## src/hdl/psc_defines.svh

```systemverilog
`ifndef PSC_DEFINES_SVH
`define PSC_DEFINES_SVH

`define PSC_NCORES        4
`define PSC_NRANKS        4
`define PSC_AW            8

`define PSC_ADDR_CTRL     8'h00
`define PSC_ADDR_CORE_REQ 8'h04
`define PSC_ADDR_TUNE     8'h08
`define PSC_ADDR_STATUS   8'h0C
`define PSC_ADDR_CORE_STA 8'h10

`define PSC_CTRL_RESET    32'h0000_1800
`define PSC_CORE_RESET    32'h0000_0000
`define PSC_TUNE_RESET    32'h0000_0210

`define PSC_CTRL_SYS_LSB  0
`define PSC_CTRL_PDM_LSB  4
`define PSC_CTRL_SR_REQ   6
`define PSC_CTRL_SR_DLL   7
`define PSC_CTRL_SR_PLL   8
`define PSC_CTRL_TRM_OFF  9
`define PSC_CTRL_CLK_STOP 10
`define PSC_CTRL_LR_EN    11
`define PSC_CTRL_DR_EN    12
`define PSC_CTRL_FAST_EX  13
`define PSC_CTRL_LFP_REL  14

`define PSC_CODE_C0       4'h0
`define PSC_CODE_C1       4'h1
`define PSC_CODE_C1E      4'h2
`define PSC_CODE_C3       4'h3
`define PSC_CODE_C6       4'h6
`define PSC_CODE_C7       4'h7

`define PSC_SYS_S0        3'h0
`define PSC_SYS_S3        3'h1
`define PSC_SYS_S4        3'h2
`define PSC_SYS_S5        3'h3
`define PSC_SYS_G3        3'h4

`define PSC_EXIT_CMD_CYC  5'h05
`define PSC_EXIT_DATA_CYC 5'h10

`define PSC_RESP_OKAY     2'h0
`define PSC_RESP_SLVERR   2'h2

`endif

```

## src/hdl/psc_pkg.sv

```systemverilog
package psc_pkg;

	typedef enum logic [2:0] {
		core_active_state,
		core_halt_state,
		core_halt_low_freq_state,
		core_state_3,
		core_state_6,
		core_state_7
	} core_state_t;

	typedef enum logic [1:0] {
		pkg_active,
		pkg_snoopable_idle,
		pkg_light_retention,
		pkg_deeper_retention
	} pkg_state_t;

	typedef enum logic [2:0] {
		sys_on,
		sys_ctx_save,
		sys_suspend_mem,
		sys_suspend_disk,
		sys_soft_off,
		sys_mech_off
	} sys_state_t;

	typedef enum logic [1:0] {
		rank_active,
		rank_powerdown,
		rank_exit,
		rank_self_refresh
	} rank_state_t;

	typedef enum logic [2:0] {
		v_nominal,
		v_lowest_freq,
		v_minimum,
		v_retention,
		v_gated
	} vreq_t;

	typedef enum logic [1:0] {
		active_powerdown,
		precharge_pd_fast_exit,
		precharge_pd_slow_exit,
		register_powerdown
	} pd_mode_t;

endpackage

```

## src/hdl/power_state_controller.sv

```systemverilog
// Function
// RQ1: Full-on runs normally; suspend-to-memory saves context to memory before power-off.
// RQ2: Suspend-to-disk and soft-off keep only wake logic; soft-off reboots; mech-off none.
// RQ3: Package idle entered only when every core is at least its minimum state.
// RQ4: Package idle sets ring voltage, PLL and cache; cache never fully flushed.
// RQ5: Package idle state 7 never resolved; deeper retention is the deepest.
// RQ6: Leaving any package idle returns package to the lowest frequency point.
// RQ7: Retention package actions selectable from exit-latency targets given to controller.
// RQ8: Core states 3 and 6 request a configured level below minimum voltage; the code requests it for state 3 only, state 6 gets v_gated.
// RQ9: Per-core clock, PLL, flush, voltage and gating follow each core idle state.
// RQ10: Normal memory operation keeps CKE asserted to every rank.
// RQ11: CKE power-down per rank after idle time; active power-down by default.
// RQ12: Active power-down drops CKE and waits exit latency before commands.
// RQ13: Fast-exit precharge power-down drops CKE, DLL stays on, same exit wait.
// RQ14: Slow-exit precharge power-down turns DLL off; 16 cycles before first data.
// RQ15: Register power-down drops both CKEs; terminations on or off by mode.
// RQ16: Self-refresh drops CKE and allows no memory transactions.
// RQ17: Self-refresh entry and exit apply to all channels together.
// RQ18: Option turns the I/O master delay loop off in self-refresh.
// RQ19: Option turns the memory controller PLL off in self-refresh.
// RQ20: Registered DIMMs get clock-stopped power-down with termination on or off.
// RQ21: Each core returns to active before moving between idle states.
// RQ22: Package state re-evaluated on every core change; exits at once on activity.
`timescale 1ns/100ps
`include "psc_defines.svh"
`default_nettype none

module power_state_controller
	import psc_pkg::*;
(
	input  wire logic                         core_clk_i,
	input  wire logic                         rst_n_i,
	input  wire logic                         ce_i,
	input  wire logic [`PSC_AW-1:0]           s_axi_awaddr_i,
	input  wire logic                         s_axi_awvalid_i,
	output logic                              s_axi_awready_o,
	input  wire logic [31:0]                  s_axi_wdata_i,
	input  wire logic [3:0]                   s_axi_wstrb_i,
	input  wire logic                         s_axi_wvalid_i,
	output logic                              s_axi_wready_o,
	output logic [1:0]                        s_axi_bresp_o,
	output logic                              s_axi_bvalid_o,
	input  wire logic                         s_axi_bready_i,
	input  wire logic [`PSC_AW-1:0]           s_axi_araddr_i,
	input  wire logic                         s_axi_arvalid_i,
	output logic                              s_axi_arready_o,
	output logic [31:0]                       s_axi_rdata_o,
	output logic [1:0]                        s_axi_rresp_o,
	output logic                              s_axi_rvalid_o,
	input  wire logic                         s_axi_rready_i,
	input  wire logic                         ctx_saved_i,
	input  wire logic [`PSC_NRANKS-1:0]       rank_busy_i,
	output logic                              main_pwr_en_o,
	output logic                              wake_pwr_en_o,
	output logic                              ctx_save_o,
	output logic                              reboot_o,
	output logic [2:0]                        ring_vreq_o,
	output logic                              ring_pll_on_o,
	output logic                              ring_min_freq_o,
	output logic                              llc_flush_o,
	output logic                              lowest_frequency_point_o,
	output logic [`PSC_NCORES-1:0]            core_clk_run_o,
	output logic [`PSC_NCORES-1:0]            core_pll_on_o,
	output logic [`PSC_NCORES-1:0]            core_cache_flush_o,
	output logic [`PSC_NCORES-1:0]            core_ctx_flush_o,
	output logic [`PSC_NCORES-1:0]            core_pgate_o,
	output logic [3*`PSC_NCORES-1:0]          core_vreq_o,
	output logic [3:0]                        core_vret_level_o,
	output logic [`PSC_NRANKS-1:0]            cke_o,
	output logic [1:0]                        reg_cke_o,
	output logic [`PSC_NRANKS-1:0]            rank_dll_off_o,
	output logic [`PSC_NRANKS-1:0]            cmd_ok_o,
	output logic [`PSC_NRANKS-1:0]            data_ok_o,
	output logic                              input_buffer_termination_o,
	output logic                              reg_clk_stop_o,
	output logic                              sr_active_o,
	output logic                              io_master_delay_loop_off_o,
	output logic                              mc_pll_off_o
);

	function automatic logic [31:0] merge_strb(input logic [31:0] old_v,
		input logic [31:0] new_v, input logic [3:0] strb);
		logic [31:0] r;
		r = old_v;
		for (int b = 0; b < 4; b++) begin
			if (strb[b]) begin
				r[8*b +: 8] = new_v[8*b +: 8];
			end
		end
		return r;
	endfunction

	function automatic core_state_t dec_core(input logic [3:0] f);
		case (f)
			`PSC_CODE_C1:  dec_core = core_halt_state;
			`PSC_CODE_C1E: dec_core = core_halt_low_freq_state;
			`PSC_CODE_C3:  dec_core = core_state_3;
			`PSC_CODE_C6:  dec_core = core_state_6;
			`PSC_CODE_C7:  dec_core = core_state_7;
			default:       dec_core = core_active_state;
		endcase
	endfunction

	function automatic logic [3:0] enc_core(input core_state_t s);
		case (s)
			core_halt_state:          enc_core = `PSC_CODE_C1;
			core_halt_low_freq_state: enc_core = `PSC_CODE_C1E;
			core_state_3:             enc_core = `PSC_CODE_C3;
			core_state_6:             enc_core = `PSC_CODE_C6;
			core_state_7:             enc_core = `PSC_CODE_C7;
			default:                  enc_core = `PSC_CODE_C0;
		endcase
	endfunction

	logic [31:0]        ctrl_q;
	logic [31:0]        core_req_q;
	logic [31:0]        tune_q;
	logic [`PSC_AW-1:0] aw_addr_q;
	logic [31:0]        w_data_q;
	logic [3:0]         w_strb_q;
	logic               aw_full_q;
	logic               w_full_q;
	logic               wr_fire;
	logic               wr_hit;
	logic [31:0]        rd_mux;
	logic               rd_hit;
	core_state_t        core_q [`PSC_NCORES];
	pkg_state_t         pkg_q;
	pkg_state_t         pkg_d;
	sys_state_t         sys_q;
	rank_state_t        rank_q [`PSC_NRANKS];
	logic [7:0]         idle_cnt_q [`PSC_NRANKS];
	logic [4:0]         exit_cnt_q [`PSC_NRANKS];
	logic               sr_go;
	logic               all_ge3;
	logic               all_ge6;
	logic               lfp_q;
	pd_mode_t           pd_mode;

	assign pd_mode = pd_mode_t'(ctrl_q[`PSC_CTRL_PDM_LSB +: 2]);
	assign wr_fire = aw_full_q && w_full_q && !s_axi_bvalid_o;
	assign wr_hit  = (aw_addr_q == `PSC_ADDR_CTRL) || (aw_addr_q == `PSC_ADDR_CORE_REQ)
		|| (aw_addr_q == `PSC_ADDR_TUNE);

	// Bus slave: address and data are taken in either order, one write in flight
	always_ff @(posedge core_clk_i) begin
		if (!rst_n_i) begin
			aw_full_q       <= 1'b0;
			w_full_q        <= 1'b0;
			aw_addr_q       <= '0;
			w_data_q        <= '0;
			w_strb_q        <= '0;
			s_axi_awready_o <= 1'b1;
			s_axi_wready_o  <= 1'b1;
			s_axi_bvalid_o  <= 1'b0;
			s_axi_bresp_o   <= `PSC_RESP_OKAY;
		end else if (ce_i) begin
			if (s_axi_awvalid_i && s_axi_awready_o) begin
				aw_addr_q       <= s_axi_awaddr_i;
				aw_full_q       <= 1'b1;
				s_axi_awready_o <= 1'b0;
			end
			if (s_axi_wvalid_i && s_axi_wready_o) begin
				w_data_q       <= s_axi_wdata_i;
				w_strb_q       <= s_axi_wstrb_i;
				w_full_q       <= 1'b1;
				s_axi_wready_o <= 1'b0;
			end
			if (wr_fire) begin
				s_axi_bvalid_o <= 1'b1;
				s_axi_bresp_o  <= wr_hit ? `PSC_RESP_OKAY : `PSC_RESP_SLVERR;
			end
			if (s_axi_bvalid_o && s_axi_bready_i) begin
				s_axi_bvalid_o  <= 1'b0;
				aw_full_q       <= 1'b0;
				w_full_q        <= 1'b0;
				s_axi_awready_o <= 1'b1;
				s_axi_wready_o  <= 1'b1;
			end
		end
	end

	always_ff @(posedge core_clk_i) begin
		if (!rst_n_i) begin
			ctrl_q     <= `PSC_CTRL_RESET;
			core_req_q <= `PSC_CORE_RESET;
			tune_q     <= `PSC_TUNE_RESET;
		end else if (ce_i && wr_fire) begin
			case (aw_addr_q)
				`PSC_ADDR_CTRL:     ctrl_q <= merge_strb(ctrl_q, w_data_q, w_strb_q);
				`PSC_ADDR_CORE_REQ: core_req_q <= merge_strb(core_req_q, w_data_q, w_strb_q);
				`PSC_ADDR_TUNE:     tune_q <= merge_strb(tune_q, w_data_q, w_strb_q);
				default: ;
			endcase
		end
	end

	always_comb begin
		rd_mux = 32'h0000_0000;
		rd_hit = 1'b1;
		case (s_axi_araddr_i)
			`PSC_ADDR_CTRL:     rd_mux = ctrl_q;
			`PSC_ADDR_CORE_REQ: rd_mux = core_req_q;
			`PSC_ADDR_TUNE:     rd_mux = tune_q;
			`PSC_ADDR_STATUS: begin
				rd_mux[2:0]  = sys_q;
				rd_mux[5:4]  = pkg_q;
				rd_mux[6]    = sr_active_o;
				rd_mux[7]    = lfp_q;
				rd_mux[11:8] = cke_o;
			end
			`PSC_ADDR_CORE_STA: begin
				for (int c = 0; c < `PSC_NCORES; c++) begin
					rd_mux[4*c +: 4] = enc_core(core_q[c]);
				end
			end
			default: rd_hit = 1'b0;
		endcase
	end

	always_ff @(posedge core_clk_i) begin
		if (!rst_n_i) begin
			s_axi_arready_o <= 1'b1;
			s_axi_rvalid_o  <= 1'b0;
			s_axi_rdata_o   <= 32'h0000_0000;
			s_axi_rresp_o   <= `PSC_RESP_OKAY;
		end else if (ce_i) begin
			if (s_axi_arvalid_i && s_axi_arready_o) begin
				s_axi_arready_o <= 1'b0;
				s_axi_rvalid_o  <= 1'b1;
				s_axi_rdata_o   <= rd_mux;
				s_axi_rresp_o   <= rd_hit ? `PSC_RESP_OKAY : `PSC_RESP_SLVERR;
			end else if (s_axi_rvalid_o && s_axi_rready_i) begin
				s_axi_rvalid_o  <= 1'b0;
				s_axi_arready_o <= 1'b1;
			end
		end
	end

	// System sleep states
	always_ff @(posedge core_clk_i) begin
		if (!rst_n_i) begin
			sys_q    <= sys_on;
			reboot_o <= 1'b0;
		end else if (ce_i) begin
			reboot_o <= 1'b0;
			case (sys_q)
				sys_on: begin
					case (ctrl_q[`PSC_CTRL_SYS_LSB +: 3])
						`PSC_SYS_S3: sys_q <= sys_ctx_save;             // see RQ1
						`PSC_SYS_S4: sys_q <= sys_suspend_disk;         // see RQ2
						`PSC_SYS_S5: sys_q <= sys_soft_off;             // see RQ2
						`PSC_SYS_G3: sys_q <= sys_mech_off;             // see RQ2
						default:     sys_q <= sys_on;
					endcase
				end
				// Power stays until memory holds the context
				sys_ctx_save: if (ctx_saved_i) begin
					sys_q <= sys_suspend_mem;                           // see RQ1
				end
				sys_suspend_mem: if (ctrl_q[`PSC_CTRL_SYS_LSB +: 3] == `PSC_SYS_S0) begin
					sys_q <= sys_on;
				end
				default: if (ctrl_q[`PSC_CTRL_SYS_LSB +: 3] == `PSC_SYS_S0) begin
					sys_q    <= sys_on;
					reboot_o <= 1'b1;                                   // see RQ2
				end
			endcase
		end
	end

	always_ff @(posedge core_clk_i) begin
		if (!rst_n_i) begin
			main_pwr_en_o <= 1'b1;
			wake_pwr_en_o <= 1'b1;
			ctx_save_o    <= 1'b0;
		end else if (ce_i) begin
			main_pwr_en_o <= (sys_q == sys_on) || (sys_q == sys_ctx_save); // see RQ1
			wake_pwr_en_o <= (sys_q != sys_mech_off);                      // see RQ2
			ctx_save_o    <= (sys_q == sys_ctx_save);                      // see RQ1
		end
	end

	// Core idle states: any move between two idle states passes through active
	always_ff @(posedge core_clk_i) begin
		if (!rst_n_i) begin
			for (int c = 0; c < `PSC_NCORES; c++) begin
				core_q[c] <= core_active_state;
			end
		end else if (ce_i) begin
			for (int c = 0; c < `PSC_NCORES; c++) begin
				if (core_q[c] == core_active_state) begin
					core_q[c] <= dec_core(core_req_q[4*c +: 4]);
				end else if (dec_core(core_req_q[4*c +: 4]) != core_q[c]) begin
					core_q[c] <= core_active_state;                     // see RQ21
				end
			end
		end
	end

	always_ff @(posedge core_clk_i) begin
		if (!rst_n_i) begin
			core_clk_run_o     <= '1;
			core_pll_on_o      <= '1;
			core_cache_flush_o <= '0;
			core_ctx_flush_o   <= '0;
			core_pgate_o       <= '0;
			core_vreq_o        <= '0;
			core_vret_level_o  <= 4'h0;
		end else if (ce_i) begin
			core_vret_level_o <= tune_q[11:8];                          // see RQ8
			for (int c = 0; c < `PSC_NCORES; c++) begin
				core_clk_run_o[c]     <= (core_q[c] == core_active_state);  // see RQ9
				core_pll_on_o[c]      <= (core_q[c] < core_state_6);        // see RQ9
				core_cache_flush_o[c] <= (core_q[c] >= core_state_3);       // see RQ9
				core_ctx_flush_o[c]   <= (core_q[c] >= core_state_6);       // see RQ9
				core_pgate_o[c]       <= (core_q[c] >= core_state_6);       // see RQ9
				case (core_q[c])
					core_halt_low_freq_state: core_vreq_o[3*c +: 3] <= v_lowest_freq;
					core_state_3:             core_vreq_o[3*c +: 3] <= v_retention; // see RQ8
					core_state_6,
					core_state_7:             core_vreq_o[3*c +: 3] <= v_gated;
					default:                  core_vreq_o[3*c +: 3] <= v_nominal;
				endcase
			end
		end
	end

	// Package resolution from the present core states, every cycle
	always_comb begin
		all_ge3 = 1'b1;
		all_ge6 = 1'b1;
		for (int c = 0; c < `PSC_NCORES; c++) begin
			if (core_q[c] < core_state_3) all_ge3 = 1'b0;                  // see RQ3
			if (core_q[c] < core_state_6) all_ge6 = 1'b0;                  // see RQ3
		end
		// A tight exit-latency target keeps the PLL running in snoopable idle
		if (all_ge6 && ctrl_q[`PSC_CTRL_DR_EN] && !ctrl_q[`PSC_CTRL_FAST_EX]) begin
			pkg_d = pkg_deeper_retention;                               // see RQ5
		end else if (all_ge3 && ctrl_q[`PSC_CTRL_LR_EN] && !ctrl_q[`PSC_CTRL_FAST_EX]) begin
			pkg_d = pkg_light_retention;                                // see RQ7
		end else if (all_ge3) begin
			pkg_d = pkg_snoopable_idle;
		end else begin
			pkg_d = pkg_active;                                         // see RQ22
		end
	end

	always_ff @(posedge core_clk_i) begin
		if (!rst_n_i) begin
			pkg_q <= pkg_active;
		end else if (ce_i) begin
			pkg_q <= pkg_d;                                             // see RQ22
		end
	end

	always_ff @(posedge core_clk_i) begin
		if (!rst_n_i) begin
			ring_vreq_o     <= v_nominal;
			ring_pll_on_o   <= 1'b1;
			ring_min_freq_o <= 1'b0;
			llc_flush_o     <= 1'b0;
		end else if (ce_i) begin
			llc_flush_o <= 1'b0;                                        // see RQ4
			case (pkg_q)
				pkg_snoopable_idle: begin
					ring_vreq_o     <= v_minimum;                       // see RQ4
					ring_pll_on_o   <= 1'b1;
					ring_min_freq_o <= 1'b1;
				end
				pkg_light_retention,
				pkg_deeper_retention: begin
					ring_vreq_o     <= v_retention;                     // see RQ4
					ring_pll_on_o   <= 1'b0;
					ring_min_freq_o <= 1'b1;
				end
				default: begin
					ring_vreq_o     <= v_nominal;
					ring_pll_on_o   <= 1'b1;
					ring_min_freq_o <= 1'b0;
				end
			endcase
		end
	end

	// Resume point is held until software releases it; a new resume wins
	always_ff @(posedge core_clk_i) begin
		if (!rst_n_i) begin
			lfp_q                    <= 1'b0;
			lowest_frequency_point_o <= 1'b0;
		end else if (ce_i) begin
			if (pkg_q != pkg_active && pkg_d == pkg_active) begin
				lfp_q <= 1'b1;                                          // see RQ6
			end else if (wr_fire && aw_addr_q == `PSC_ADDR_CTRL && w_strb_q[1]
				&& w_data_q[`PSC_CTRL_LFP_REL]) begin
				lfp_q <= 1'b0;
			end
			lowest_frequency_point_o <= lfp_q;
		end
	end

	// Memory ranks; self-refresh is one decision for every channel
	assign sr_go = ctrl_q[`PSC_CTRL_SR_REQ] || (sys_q == sys_suspend_mem)
		|| (sys_q == sys_ctx_save && ctx_saved_i);                     // see RQ17

	always_ff @(posedge core_clk_i) begin
		if (!rst_n_i) begin
			for (int r = 0; r < `PSC_NRANKS; r++) begin
				rank_q[r]     <= rank_active;
				idle_cnt_q[r] <= 8'h00;
				exit_cnt_q[r] <= 5'h00;
			end
		end else if (ce_i) begin
			for (int r = 0; r < `PSC_NRANKS; r++) begin
				case (rank_q[r])
					rank_active: begin
						exit_cnt_q[r] <= 5'h00;
						if (sr_go) begin
							rank_q[r] <= rank_self_refresh;             // see RQ16
						end else if (rank_busy_i[r]) begin
							idle_cnt_q[r] <= 8'h00;
						end else if (idle_cnt_q[r] >= tune_q[7:0]) begin
							rank_q[r] <= rank_powerdown;                // see RQ11
						end else begin
							idle_cnt_q[r] <= idle_cnt_q[r] + 8'h01;
						end
					end
					rank_powerdown: begin
						idle_cnt_q[r] <= 8'h00;
						if (sr_go) begin
							rank_q[r] <= rank_self_refresh;
						end else if (rank_busy_i[r]) begin
							rank_q[r] <= rank_exit;
						end
					end
					rank_exit: begin
						exit_cnt_q[r] <= exit_cnt_q[r] + 5'h01;
						if (exit_cnt_q[r] >= `PSC_EXIT_DATA_CYC
							|| (pd_mode != precharge_pd_slow_exit
							&& exit_cnt_q[r] >= `PSC_EXIT_CMD_CYC)) begin
							rank_q[r] <= rank_active;                   // see RQ14
						end
					end
					default: if (!sr_go) begin
						rank_q[r]     <= rank_exit;                     // see RQ17
						exit_cnt_q[r] <= 5'h00;
					end
				endcase
			end
		end
	end

	always_ff @(posedge core_clk_i) begin
		if (!rst_n_i) begin
			cke_o          <= '1;
			reg_cke_o      <= 2'b11;
			rank_dll_off_o <= '0;
			cmd_ok_o       <= '1;
			data_ok_o      <= '1;
		end else if (ce_i) begin
			for (int r = 0; r < `PSC_NRANKS; r++) begin
				cke_o[r] <= (rank_q[r] == rank_active)
					|| (rank_q[r] == rank_exit);                        // see RQ10
				rank_dll_off_o[r] <= (rank_q[r] == rank_powerdown
					&& pd_mode == precharge_pd_slow_exit);              // see RQ13
				cmd_ok_o[r] <= (rank_q[r] == rank_active)
					|| (rank_q[r] == rank_exit
					&& exit_cnt_q[r] >= `PSC_EXIT_CMD_CYC);             // see RQ12
				data_ok_o[r] <= (rank_q[r] == rank_active);
			end
			reg_cke_o <= (pd_mode == register_powerdown
				&& rank_q[0] == rank_powerdown) ? 2'b00 : 2'b11;        // see RQ15
		end
	end

	always_ff @(posedge core_clk_i) begin
		if (!rst_n_i) begin
			input_buffer_termination_o <= 1'b1;
			reg_clk_stop_o             <= 1'b0;
			sr_active_o                <= 1'b0;
			io_master_delay_loop_off_o <= 1'b0;
			mc_pll_off_o               <= 1'b0;
		end else if (ce_i) begin
			input_buffer_termination_o <= !(pd_mode == register_powerdown
				&& rank_q[0] == rank_powerdown && ctrl_q[`PSC_CTRL_TRM_OFF]); // see RQ15
			reg_clk_stop_o <= ctrl_q[`PSC_CTRL_CLK_STOP]
				&& pd_mode == register_powerdown
				&& rank_q[0] == rank_powerdown;                         // see RQ20
			sr_active_o <= (rank_q[0] == rank_self_refresh);
			io_master_delay_loop_off_o <= (rank_q[0] == rank_self_refresh)
				&& ctrl_q[`PSC_CTRL_SR_DLL];                            // see RQ18
			mc_pll_off_o <= (rank_q[0] == rank_self_refresh)
				&& ctrl_q[`PSC_CTRL_SR_PLL];                            // see RQ19
		end
	end

endmodule

`default_nettype wire

```

## config.mk

```make
export PLATFORM = sky130hd
export DESIGN_NAME = power_state_controller
export DESIGN_NICKNAME = d
export VERILOG_FILES = /design/src/hdl/psc_pkg.sv /design/src/hdl/power_state_controller.sv
export VERILOG_INCLUDE_DIRS = /design/src /design/src/hdl
export SDC_FILE = /design/constraint.sdc
export NUM_CORES = 1
export LEC_CHECK = 0
export ABC_CLOCK_PERIOD_IN_PS = 2300
export BUFFER_PORTS_ARGS = -buffer_cell sky130_fd_sc_hd__buf_4
export CORE_MARGIN = 2
export CORE_UTILIZATION = 25
export DETAILED_ROUTE_END_ITERATION = 12
export GPL_TIMING_DRIVEN = 0
export MAX_ROUTING_LAYER = met4
export SLEW_MARGIN = 20
export SYNTH_ARGS = -nofsm -noshare
export SYNTH_HDL_FRONTEND = slang
export SYNTH_SLANG_ARGS = --single-unit
```

## constraint.sdc

```tcl
create_clock -name core_clk_i -period 2.3 [get_ports core_clk_i]
set_clock_uncertainty 0.2 [all_clocks]
set_input_delay 0.23 -clock core_clk_i [delete_from_list [all_inputs] [get_ports core_clk_i]]
set_output_delay 0.23 -clock core_clk_i [all_outputs]
set_load 0.05 [all_outputs]
```

==> flow_summary.json <==
{
  "status": "finished with violations",
  "violations": "setup timing",
  "drv_slew": 0,
  "hold_depth": 5,
  "n_fill_cell": 6239,
  "wirelength_mm": 57.01,
  "met2WireLength_mm": 25.14,
  "setup_tns_ns": -0.4223,
  "finalInstanceArea_sq_um": 20070,
  "grt_first_pass_wirelength_mm": 85.34,
  "grt_pass1_vias": 13743,
  "pre_cts_ws_ns": -1.780,
  "fin_util": 0.3320,
  "yosysTopAreaCellShare": 0.3255,
  "synth-edff-count": 72,
  "antenna_found_initial": 0,
  "fp.dieH_microns": 251.5,
  "finalPower_mw": 13.34,
  "crit_path_cell_trace": "inv_1 -> ha_1 -> nand2b_4 -> a211oi_2 -> o31a_1 -> a311oi_4 -> o221ai_4 -> buf_12",
  "worst_pin_slew_ns": 0.9124,
  "end_kind": "register",
  "worst-path-buf-inv": 2,
  "nNetsFinal": 2174,
  "grt_overflow": 0,
  "ys_seq_elements": 321,
  "synth_largest_area_cell": "dfxtp_1",
  "critical_path_arrival_ns": 2.44,
  "grt_use_total": 0.1810,
  "cts_max_path_buffers": 3,
  "cp_max_fo": 8,
  "synth_commonest_cells": "nand2_1, dfxtp_1, nand3_1",
  "synthToLayoutAreaGrowth_pct": 31.09,
  "clkLatencyLatePin_ns": 0.53,
  "wl_met3_mm": 4.937,
  "yosys-top-cells-area": "dfxtp_1, edfxtp_1, nand2_1",
  "synth.most_common_cell": "nand2_1",
  "ant_nets": 0,
  "dpl.hpwl_mm": 42.53,
  "dp_cells": 2702,
  "power.leakage_nw": 7.472,
  "start_util": 0.2532,
  "max_slew_margin": 0.3917,
  "reg2reg_depth": 8,
  "chipWidth_microns": 251.5,
  "cts.sink_count": 321,
  "synth_area_per_cell_sq_um": 8.766,
  "synthArstFlopShare": 0,
  "synth_area_sq_um": 15310,
  "netlist_instances": 1747,
  "power.density_nw_per_um2": 664.7,
  "top_layer": "met4",
  "ys_seq_area_frac": 0.4667,
  "holdWs_ns": 0.06856,
  "drive_gt1_frac": 0.1899,
  "cp.depth": 8,
  "m1WireLength_mm": 25.48,
  "cp.required_ns": 2.39,
  "num_rows": 90,
  "routabilityCongestion": 0.9345,
  "yosys_warnings": 0,
  "numCtsBuffers": 36,
  "wl_per_cell_microns": 19.95,
  "path_delay_family": "compound AO/OA/AOI/OAI gates",
  "clockRootBuffer": "clkbuf_16",
  "numPortBuffers": 170,
  "drv_cap": 0,
  "clk_pin_slew_ns": 0.06,
  "grt_max_degree": 14,
  "crit_type": "reg -> reg",
  "max-vdd-ir-drop_mv": 0.4252,
  "vias": 14441,
  "core-area_sq_um": 60470,
  "drtIter0Drc": 1387,
  "max_freq_mhz": 425.0,
  "drt-pass1-iter-count": 8,
  "final_cell_count_no_fill": 2857,
  "start_kind": "register",
  "dpl_cell_area_sq_um": 17610,
  "htree_levels": 2,
  "period_needed_ns": 2.353,
  "final-hold-violation-count": 0,
  "diodes": 0,
  "cts_tree": "done",
  "vias_per_cell": 5.055,
  "period_share": 1.023,
  "hold_path_class": "in -> reg",
  "synth_cell_types": 68,
  "synthFlopType": "dfxtp_1",
  "setup_viol": 10,
  "max_stage_delay_ns": 0.37,
  "rsz0062_at_grt": "yes",
  "drc": 0,
  "io_pins": 176,
  "fin_ws_ns": -0.05310,
  "die-area_sq_um": 63250,
  "crit_slowest_cell": "edfxtp_1"
}
[metal layers]
| metal | global-route usage | vias to the layer above |
|---|---|---|
| li1 | - | 6704 |
| met1 | 0.2482 | 6979 |
| met2 | 0.2758 | 663 |
| met3 | 0.03219 | 95 |
| met4 | 0.04439 | 0 |
| met5 | - | - |
[worst paths after layout]
check / startpoint / endpoint / slack, ns
min: ctx_saved_i / sys_q[2] / 0.07
max reg2reg: idle_cnt_q[0][0] / idle_cnt_q[0][2] / -0.05
max: idle_cnt_q[0][0] / idle_cnt_q[0][2] / -0.05
min reg2reg: ctrl_q[16] / ctrl_q[16] / 0.26
[cell families after synthesis]
kind of cell	Yosys count	share of synthesized area
DFF	321	0.4667
other	1	0.0002449
xor gates and xnor gates	40	0.02288
AOI/OAI and AO/OA	409	0.1734
adders and majority gates	62	0.05017
muxes	44	0.03285
and+or+nand+nor	695	0.2075
buffers and inverters	175	0.04625
[repair_timing]
action,CTS,global route
gates resized for setup,86,60
pin swaps,17,22
endpoints found under the hold margin,58,0
setup endpoints to repair,322,171
buffers inserted,23,22
cloned,1,1
hold buffers,54,0
[worst reg2reg max path, cell delays in order, from the launching register on]
cell,delay (ns)
edfxtp_1,0.37
inv_1,0.05
ha_1,0.27
nand2b_4,0.11
a211oi_2,0.05
o31a_1,0.33
a311oi_4,0.36
o221ai_4,0.18
buf_12,0.18
[cell type report]
cell class / count / area, sq um / area share
multi-input combinational: 1255 / 7861 / 0.3916
sequential: 321 / 7172 / 0.3573
timing repair buffer: 270 / 2216 / 0.1104
clock buffer: 50 / 1005 / 0.05005
tap: 782 / 978.4 / 0.04874
buffer: 118 / 560.5 / 0.02792
inverter: 48 / 185.2 / 0.009225
clock inverter: 13 / 96.34 / 0.004799
[sequential cells by signal, indices dropped and copies added, names as in the netlist, 8 cells and up]
register / cells
core_vreq_o: 12
tune_q: 32
ctrl_q: 32
core_req_q: 32
idle_cnt_q: 32
core_q: 12
w_data_q: 32
s_axi_rdata_o: 32
exit_cnt_q: 20
aw_addr_q: 8
rank_q: 8
[power by group]
part | internal, mW | leakage [nW] | switching (mW)
Clock | 3.17 | 0.543 | 2.37
Combinational | 0.633 | 4.13 | 1.02
Sequential | 5.94 | 2.80 | 0.211
[cells in the final DEF (no fill, tap or decap), types with 27 or more instances in the layout]
master           n
a21boi_0       109
buf_4          222
clkbuf_1        75
clkbuf_16       37
a21oi_1         45
inv_1           39
nand3_1        141
nand2_1        292
o21ai_0        120
dfxtp_1        241
edfxtp_1        72
dlygate4sd3_1   54
nor2_1         116
ha_1            55
mux2i_1         39
nor2b_1         27
No activity file was read; power rests on OpenSTA's default activity.
